[config.mk]
export PLATFORM = sky130hd
export DESIGN_NAME = emis_top
export DESIGN_NICKNAME = d
export VERILOG_FILES = /design/src/rtl/emis_top.v
export VERILOG_INCLUDE_DIRS = /design/src /design/src/rtl
export SDC_FILE = /design/constraint.sdc
export NUM_CORES = 1
export LEC_CHECK = 0
export ABC_AREA = 1
export BUFFER_PORTS_ARGS = -buffer_cell sky130_fd_sc_hd__buf_2
export CAP_MARGIN = 0
export CORE_MARGIN = 2
export CORE_UTILIZATION = 47
export DETAILED_ROUTE_END_ITERATION = 16
export GPL_ROUTABILITY_DRIVEN = 0
export PLACE_DENSITY = 0.8
export SLEW_MARGIN = 20
export SYNTH_ARGS = -nofsm -noshare
export SYNTH_HDL_FRONTEND = slang
export SYNTH_SLANG_ARGS = --single-unit
export TNS_END_PERCENT = 1
[constraint.sdc]
create_clock -name clk_i -period 1.4 [get_ports clk_i]
set_input_delay 0.21 -clock clk_i [delete_from_list [all_inputs] [get_ports clk_i]]
set_output_delay 0.21 -clock clk_i [all_outputs]
set_load 0.02 [all_outputs]
[src/rtl/emis_consts.vh]
// register offsets, field codes and state codes for the extended-mode interrupt block
`ifndef EMIS_CONSTS_VH
`define EMIS_CONSTS_VH
`define EMIS_OFF_STATE_RB   8'h01
`define EMIS_OFF_CMD_RES    8'h02
`define EMIS_OFF_IRQ_STAT   8'h0f
`define EMIS_OFF_IRQ_MASK   8'h0e
`define EMIS_ST_OFF         5'h08
`define EMIS_ST_BUSY_RX_AA  5'h11
`define EMIS_ST_BUSY_ARET   5'h12
`define EMIS_ST_AA_READY    5'h16
`define EMIS_ST_ARET_READY  5'h19
`define EMIS_CMD_OFF        5'h08
`define EMIS_CMD_TX_START   5'h02
`define EMIS_CMD_AA_ON      5'h16
`define EMIS_CMD_ARET_ON    5'h19
`define EMIS_RES_SUCCESS    3'h0
`define EMIS_RES_PENDING    3'h1
`define EMIS_RES_CHAN_FAIL  3'h3
`define EMIS_RES_NO_ACK     3'h5
`define EMIS_RES_UNFINISHED 3'h7
`define EMIS_IRQ_PLL_LOCK   0
`define EMIS_IRQ_FRAME_ST   2
`define EMIS_IRQ_FRAME_END  3
`define EMIS_IRQ_ED_DONE    4
`define EMIS_IRQ_ADDR_MATCH 5
`endif

[src/rtl/emis_top.v]
// extended-mode interrupt generation, suppression and status registers
//
// Notes on behaviour
// - after acked-frame send, wait for ack automatically
// - state reads busy-retry during whole transaction
// - ack received raises frame-end, back to ready
// - pending bit in ack gives pending code
// - sources enabled only by mask bit
// - auto-ack mode: frame-start on valid header
// - auto-ack mode: address-match on filter match
// - auto-ack frame-end only if filter and fcs good
// - fcs failure never raises frame-end
// - off to ready raises pll-lock
// - retry transaction ends with frame-end unless an off command aborts it
// - cca inside csma raises no ed-done
// - ack receive suppresses frame-start, address-match
// - other basic-mode interrupts stay active
// - result codes 0,1,3,5,7
// - procedure start loads unfinished code 7
`timescale 1ns/1ns
`include "emis_consts.vh"
module emis_top (
  input  wire        clk_i,
  input  wire        rst_i,
  input  wire        wb_cyc_i,
  input  wire        wb_stb_i,
  input  wire        wb_we_i,
  input  wire [7:0]  wb_adr_i,
  input  wire [3:0]  wb_sel_i,
  input  wire [31:0] wb_dat_i,
  output reg  [31:0] wb_dat_o,
  output reg         wb_ack_o,
  input  wire        pll_locked_i,
  input  wire        tx_done_i,
  input  wire        tx_ack_req_i,
  input  wire        csma_fail_i,
  input  wire        cca_done_i,
  input  wire        phr_valid_i,
  input  wire        addr_match_i,
  input  wire        rx_end_i,
  input  wire        fcs_ok_i,
  input  wire        filter_pass_i,
  input  wire        ack_ok_i,
  input  wire        ack_pending_i,
  input  wire        ack_timeout_i,
  input  wire        retries_left_i,
  input  wire [7:0]  basic_evt_i,
  output reg         irq_o,
  output reg         rx_enable_o,
  output reg         tx_start_o
);
  localparam [2:0] FS_OFF = 3'd0, FS_AA_RDY = 3'd1, FS_AA_BUSY = 3'd2;
  localparam [2:0] FS_AR_RDY = 3'd3, FS_AR_TX = 3'd4, FS_AR_ACK = 3'd5, FS_LOCK = 3'd6;

  reg [2:0] fsm_r;
  reg [2:0] fsm_nxt;
  reg [2:0] lock_tgt_r;
  reg [4:0] cmd_r;
  reg [2:0] result_r;
  reg [2:0] result_nxt;
  reg [7:0] mask_r;
  reg [7:0] stat_r;
  reg [7:0] evt;
  reg [4:0] state_code;
  wire       wr_cyc;
  wire       wr_cmd;
  wire       wr_mask;
  wire       wr_stat;
  wire [4:0] cmd_w;

  assign wr_cyc  = wb_cyc_i & wb_stb_i & wb_we_i & ~wb_ack_o & wb_sel_i[0];
  assign wr_cmd  = wr_cyc & (wb_adr_i == `EMIS_OFF_CMD_RES);
  assign wr_mask = wr_cyc & (wb_adr_i == `EMIS_OFF_IRQ_MASK);
  assign wr_stat = wr_cyc & (wb_adr_i == `EMIS_OFF_IRQ_STAT);
  assign cmd_w   = wb_dat_i[4:0];

  always @* begin
    case (fsm_r)
      FS_AA_RDY:  state_code = `EMIS_ST_AA_READY;
      FS_AA_BUSY: state_code = `EMIS_ST_BUSY_RX_AA;
      FS_AR_RDY:  state_code = `EMIS_ST_ARET_READY;
      FS_AR_TX:   state_code = `EMIS_ST_BUSY_ARET;
      FS_AR_ACK:  state_code = `EMIS_ST_BUSY_ARET;
      default:    state_code = `EMIS_ST_OFF;
    endcase
  end

  // state machine plus event and result generation
  always @* begin
    fsm_nxt    = fsm_r;
    result_nxt = result_r;
    evt        = basic_evt_i;
    evt[`EMIS_IRQ_PLL_LOCK]   = 1'b0;
    evt[`EMIS_IRQ_FRAME_ST]   = 1'b0;
    evt[`EMIS_IRQ_FRAME_END]  = 1'b0;
    evt[`EMIS_IRQ_ADDR_MATCH] = 1'b0;
    evt[`EMIS_IRQ_ED_DONE]    = cca_done_i & (fsm_r != FS_AR_TX);
    case (fsm_r)
      FS_OFF: begin
        if (wr_cmd && (cmd_w == `EMIS_CMD_AA_ON || cmd_w == `EMIS_CMD_ARET_ON))
          fsm_nxt = FS_LOCK;
      end
      FS_LOCK: begin
        if (pll_locked_i) begin
          evt[`EMIS_IRQ_PLL_LOCK] = 1'b1;
          fsm_nxt = lock_tgt_r;
        end
      end
      FS_AA_RDY, FS_AA_BUSY: begin
        evt[`EMIS_IRQ_FRAME_ST]   = phr_valid_i;
        evt[`EMIS_IRQ_ADDR_MATCH] = addr_match_i;
        if (phr_valid_i) begin
          fsm_nxt    = FS_AA_BUSY;
          result_nxt = `EMIS_RES_UNFINISHED;
        end
        if (fsm_r == FS_AA_BUSY && rx_end_i) begin
          evt[`EMIS_IRQ_FRAME_END] = filter_pass_i & fcs_ok_i;
          if (filter_pass_i & fcs_ok_i)
            result_nxt = `EMIS_RES_SUCCESS;
          fsm_nxt = FS_AA_RDY;
        end
      end
      FS_AR_RDY: begin
        if (wr_cmd && cmd_w == `EMIS_CMD_TX_START) begin
          fsm_nxt    = FS_AR_TX;
          result_nxt = `EMIS_RES_UNFINISHED;
        end
      end
      FS_AR_TX: begin
        if (csma_fail_i) begin
          evt[`EMIS_IRQ_FRAME_END] = 1'b1;
          result_nxt = `EMIS_RES_CHAN_FAIL;
          fsm_nxt    = FS_AR_RDY;
        end else if (tx_done_i && tx_ack_req_i) begin
          fsm_nxt = FS_AR_ACK;
        end else if (tx_done_i) begin
          evt[`EMIS_IRQ_FRAME_END] = 1'b1;
          result_nxt = `EMIS_RES_SUCCESS;
          fsm_nxt    = FS_AR_RDY;
        end
      end
      FS_AR_ACK: begin
        // frame-start and address-match stay low here
        if (ack_ok_i) begin
          evt[`EMIS_IRQ_FRAME_END] = 1'b1;
          result_nxt = ack_pending_i ? `EMIS_RES_PENDING : `EMIS_RES_SUCCESS;
          fsm_nxt    = FS_AR_RDY;
        end else if (ack_timeout_i) begin
          if (retries_left_i) begin
            fsm_nxt = FS_AR_TX;
          end else begin
            evt[`EMIS_IRQ_FRAME_END] = 1'b1;
            result_nxt = `EMIS_RES_NO_ACK;
            fsm_nxt    = FS_AR_RDY;
          end
        end
      end
      default: fsm_nxt = FS_OFF;
    endcase
    if (wr_cmd && cmd_w == `EMIS_CMD_OFF)
      fsm_nxt = FS_OFF;
  end

  always @(posedge clk_i) begin
    if (rst_i) begin
      fsm_r       <= FS_OFF;
      lock_tgt_r  <= FS_AA_RDY;
      cmd_r       <= 5'h00;
      result_r    <= `EMIS_RES_SUCCESS;
      mask_r      <= 8'h00;
      stat_r      <= 8'h00;
      irq_o       <= 1'b0;
      rx_enable_o <= 1'b0;
      tx_start_o  <= 1'b0;
      wb_ack_o    <= 1'b0;
      wb_dat_o    <= 32'h0000_0000;
    end else begin
      fsm_r    <= fsm_nxt;
      result_r <= result_nxt;
      if (wr_cmd) begin
        cmd_r <= cmd_w;
        if (fsm_r == FS_OFF)
          lock_tgt_r <= (cmd_w == `EMIS_CMD_ARET_ON) ? FS_AR_RDY : FS_AA_RDY;
      end
      if (wr_mask)
        mask_r <= wb_dat_i[7:0];
      // new events win over a write-one clear
      stat_r <= (stat_r & ~(wr_stat ? wb_dat_i[7:0] : 8'h00)) | evt;
      irq_o  <= |(stat_r & mask_r);
      rx_enable_o <= (fsm_nxt == FS_AR_ACK) | (fsm_nxt == FS_AA_RDY) |
                     (fsm_nxt == FS_AA_BUSY);
      tx_start_o  <= (fsm_r == FS_AR_RDY) & (fsm_nxt == FS_AR_TX);
      wb_ack_o <= wb_cyc_i & wb_stb_i & ~wb_ack_o;
      if (wb_adr_i == `EMIS_OFF_STATE_RB)
        wb_dat_o <= {27'h0, state_code};
      else if (wb_adr_i == `EMIS_OFF_CMD_RES)
        wb_dat_o <= {24'h0, result_r, cmd_r};
      else if (wb_adr_i == `EMIS_OFF_IRQ_MASK)
        wb_dat_o <= {24'h0, mask_r};
      else if (wb_adr_i == `EMIS_OFF_IRQ_STAT)
        wb_dat_o <= {24'h0, stat_r};
      else
        wb_dat_o <= 32'h0000_0000;
    end
  end
endmodule // emis_top

# After elaboration in Yosys (flattened, before gate mapping)
# Index checks and enable logic that the tools add are counted.
# op_classes
shift	0
n_lt_le_gt_ge	0
div	0
mul	0
n_bitwise	18
n_eq_ne	24
n_mux	44
reduce_logical	15
n_addsub	0
# op_table
cell	count
$mux 3	22
$mux 8	4
$pmux 5 s4	1
$pmux 3 s6	1
$and 8x8->8	2
$eq 8x4->1 const B	2
$eq 3x3->1 const B	5
$ne 3x3->1 const B	5
$mux 1	12
$pmux 3 s4	1
$and 1x1->1	11
$eq 5x5->1 const B	2
$eq 3x2->1 const B	3
$eq 8x1->1 const B	1
$eq 8x2->1 const B	1
$not 8->8	1
$or 8x8->8	1
$reduce_or 8->1	1
$eq 3x1->1 const B	2
$reduce_and 6->1	1
$reduce_or 2->1	3
$eq 5x2->1 const B	1
$eq 5x4->1 const B	1
$logic_and 1x1->1	5
11 further kinds	12
# totals
ramBits	0
latchBits	0
input_bits	71
register_bits	66
out_inout_bits	36
wordCells	114
n_memories	0
romBits	0

# Depth between registers and ports, before layout
# logic_depth
ltp_word	12
mapped_depth	11
ltp_nobuf	10

# Least setup slack after synthesis
# No wires, ideal clock.
# synth_timing
path_kind	register to register
from	reg wb_ack_o
to	reg result_r[2]
stages_incl_launch_ff	9
arrival_time_ps	1224
path_buffers	0
synth_period_minus_slack_ps	1341
slack_ps	59
setup_ps	117
path_cell_list	dfxtp_1 > inv_1 > nand3_2 > nor2_4 > nand3_1 > nand2_2 > nand2_2 > nor3_1 > nor2_1
# synth_between
elab_chain_len	7
# synth_lines
item	line	text
start, declared	emis_top.v:32	output reg wb_ack_o,
start signal, assigned	emis_top.v:193	wb_ack_o <= wb_cyc_i & wb_stb_i & ~wb_ack_o;
$not 1->1	emis_top.v:71	assign wr_cyc = wb_cyc_i & wb_stb_i & wb_we_i & ~wb_ack_o & wb_sel_i[0];
$and 1x1->1 (2 in a row)	emis_top.v:71	
$and 1x1->1	emis_top.v:72	assign wr_cmd = wr_cyc & (wb_adr_i == `EMIS_OFF_CMD_RES);
$logic_and 1x1->1 (no line)	n/a	
$ne 2x2->1 (no line)	n/a	
$reduce_and 6->1 (no line)	n/a	
end signal, assigned	emis_top.v:169	result_r <= `EMIS_RES_SUCCESS;
end signal, assigned	emis_top.v:179	result_r <= result_nxt;
end, declared	emis_top.v:59	reg [2:0] result_r;
# No other way between the ends.
# A chain may end at the register's enable or synchronous reset.

# Final worst setup path
# layout_timing
from	reg fsm_r[0]
to	reg rx_enable_o
# layout_between
elab_chain_len	8
# layout_lines
item	line	text
start, declared	emis_top.v:55	reg [2:0] fsm_r;
start signal, assigned	emis_top.v:178	fsm_r <= fsm_nxt;
$eq 3x2->1 or $mux 3 (tied branches)	emis_top.v:98, emis_top.v:116, emis_top.v:136	
$logic_and 1x1->1 or $mux 3 (tied branches)	emis_top.v:116, emis_top.v:134	
$mux 3, on equally long branches	emis_top.v:116, emis_top.v:130	
$pmux 3 s6 (*)	emis_top.v:98	case (fsm_r)
$mux 3 (*)	emis_top.v:160	if (wr_cmd && cmd_w == `EMIS_CMD_OFF)
$eq 3x3->1 or $eq 3x1->1 (tied branches)	emis_top.v:190	rx_enable_o <= (fsm_nxt == FS_AR_ACK) | (fsm_nxt == FS_AA_RDY) |
$or 1x1->1	emis_top.v:190	
$or 1x1->1 (*)	emis_top.v:190	
end signal, assigned	emis_top.v:190	
end, declared	emis_top.v:49	output reg rx_enable_o,
# Every way passes the cells marked *; elsewhere a longest branch is shown, timed or not.

==> results by group <==
Worst setup path
  • CP delay by family, top: simple AND/OR/NAND/NOR gates
  • Endpoint class of the critical path: flip-flop
  • Crit path cell chain: buf_4 > nor3_2 > nand4_2 > nand3_2 > nand2_1 > nor2_1 > nor2_1
  • Crit path DAT: 1.52 ns
  • CP Launch Type: flip-flop
  • Buffers & Inverters on Critical Path: 1
  • Cell seen most often among critical-path stages: nor2_1
  • Critical Path RT: 1.60 ns
  • Crit path max fanout: 10
  • Slowest cell on crit path: dfxtp_4
  • WS Path Type: reg -> reg
  • Slowest stage delay, CP: 0.40 ns

Placed design
  • Place WS: -0.0956 ns
  • HPWL Detailed: 4.31 mm
  • Dpl cells: 473
  • IO buf count: 50

Global routing
  • Global route overflow: 0
  • First-pass GRT wire length: 8.80 mm
  • Largest net degree at the start of global routing: 21
  • Initial antenna violation count: 0
  • Gr usage total: 20.7%
  • Vias in the first global route: 2059

Drt
  • Routed via count: 2380
  • Drt pass-1 iters: 4
  • Routed Antenna Nets: 0
  • Residual DRC count: 0
  • Routed len/inst: 11.6 µm
  • 1st-iter DRT viols: 100
  • Routed wire length: 5.59 mm
  • DR vias/cell: 4.93

Timing
  • Tcrit/Tclk final: 94.0%
  • Hold Worst Slack: 0.122 ns
  • Skew final: 0.00518 ns
  • Fin. max-slew vios: 0
  • Setup ws final: 0.0834 ns
  • Final setup fails: 0
  • Final Hold Fails: 0
  • Setup TNS: 0 ns
  • Max frequency: 0.760 GHz
  • Post-layout min period: 1.32 ns
  • RSZ-0062 raised after global routing: true

Clock tree
  • Root Buffer: clkbuf_8
  • CTS Hold Bufs: 0
  • Sinks on Clock Net: 40
  • Worst-case clock buffer depth: 2
  • CTS tree: done
  • CTS Buf Count: 5
  • Clk slew on worst S/H paths: 0.08 ns
  • Clk_lat worst skew: 0.30 ns
  • Max H-tree Level: 2

Power and ir drop
  • Worst vdd ir: 0.410 mV
  • P_leak: 0.00143 µW
  • PD cells: 810 nW/µm²

Logic synthesis
  • Ys flop type: dfxtp_1
  • Register area share after synthesis: 34.6%
  • Post-synth top cells: nand2_1, dfxtp_1, nor2_1
  • Cell with the most instances after synthesis: nand2_1
  • Area share of the largest cell type after synthesis: 34.6%
  • Synth Cell Area: 2310 µm²
  • Library cells used by synthesis: 33
  • Asr flop ratio synth: 0%
  • Syn_area_per_cell: 6.94 µm²
  • Post-Synthesis Cells: 333
  • Synth area leader: dfxtp_1
  • Post-synth EDFFs: 0
  • Seq cells post-synth: 40
  • Warnings, synthesis: 0
  • Ranking of synthesized cells by area: dfxtp_1, nand2_1, buf_4

Die
  • Core ar.: 4720 µm²
  • Starting Density: 49.0%
  • Die X: 74.1 µm
  • DIE AREA: 5500 µm²
  • Io pins: 107
  • Die Ht: 74.1 µm
  • Rows: 25

Cells and area
  • Layout cell share with drive strength beyond 1: 32.2%
  • # nets final: 486
  • Non-Filler Instances: 483
  • Area delta synth->final: 26.3%
  • Multi-input logic area: 1230 µm²
  • # diodes: 0
  • Fill cells: 424
  • Storage element area: 812 µm²

Flow run
  • Number of max-cap violations: 0

Worst hold path
  • Worst Hold Class: in -> reg

Outcome
  • Status: complete, no violations
[registers in the layout, indices dropped and copies added (netlist names)]
signal       cells
irq_o            1
lock_tgt_r       1
result_r         3
rx_enable_o      1
mask_r           8
fsm_r            3
wb_ack_o         1
tx_start_o       1
stat_r           8
cmd_r            5
wb_dat_o         8
[tightest hold or removal path: cells and delay by family]
family,cells,cell delay [ns]
AO/OA/AOI/OAI,1,0.03
AND/OR/NAND/NOR,1,0.07
buffers and inverters,1,0.08
[final cells by class]
| cell class | instances | area share, % |
|---|---|---|
| multi-input combinational | 245 | 42.0 |
| timing repair buffer | 86 | 18.4 |
| tap | 67 | 2.87 |
| clock buffer | 5 | 2.36 |
| sequential | 40 | 27.8 |
| inverter | 37 | 5.01 |
| clock inverter | 3 | 1.59 |
[metal layers]
layer  wire length, µm  GRT usage, %  share of wire [%]  vias to the layer above
met1              2400          25.7                 43                     1090
met2              2790          35.2                 50                       71
li1                  -             -                  -                     1209
met5                 0             0                  0                        -
met3               302          3.52                5.4                       10
met4                98          8.89                1.8                        0
[cells in the final DEF, fill, tap and decap left out, types with 3 or more instances in the layout]
master     n
nand2_1   61
buf_2     50
nor2_1    38
dfxtp_1   37
buf_4     34
inv_1     27
conb_1    24
a21oi_1   21
o21ai_0   18
nand3_1   16
o21ai_1   12
nand4_1    9
nand2_2    7
inv_2      6
nand3_2    5
clkbuf_8   5
nor3_1     4
nor2_4     4
nor2_2     4
a31oi_1    4
a41oi_1    3
dfxtp_4    3
[report_power, final]
part / leakage (µW) / switching (µW) / internal (µW) / total, µW
logic: 0.00105 / 162 / 83.8 / 246
registers: 0.000326 / 7.71 / 1140 / 1150
clock network: 0.0000548 / 434 / 537 / 971
[cell families (layout without fill, tap and decap cells)]
logic type / count (synthesis) / in the layout / synth area share (%)
flops: 40 / 40 / 34.6
buf+inv: 71 / 131 / 17.5
compound gates: 66 / 66 / 16.2
simple gates: 155 / 155 / 31.4
other cells: 1 / 24 / 0.162
[what timing repair did]
action,CTS,global route
pin swaps,0,3
setup endpoints to repair,7,8
resized for setup,3,17
endpoints found under the hold margin,0,0
buffers inserted,0,2
[path summary, 6_finish.rpt]
| kind | startpoint | cells past startpoint | endpoint | slack (ns) |
|---|---|---|---|---|
| worst max-delay path | fsm_r[0] | 7 | rx_enable_o | 0.08 |
| worst min-delay path | basic_evt_i[6] | 3 | stat_r[6] | 0.12 |
| worst max register to register | fsm_r[0] | 7 | rx_enable_o | 0.08 |
| worst min register to register | lock_tgt_r[1] | 2 | lock_tgt_r[1] | 0.46 |
[metrics by stage]
stage | area [µm²] | utilization, % | total power (µW)
after floorplan | 2400 | - | 1370
after global placement | 2740 | 57.9 | 1410
after detailed placement | 2740 | 57.9 | 1420
after CTS | 2860 | 60.5 | 2370
after global routing | 2920 | 61.8 | 2450
final | 2920 | 61.8 | 2370
Power figures use the tool's default switching activity.
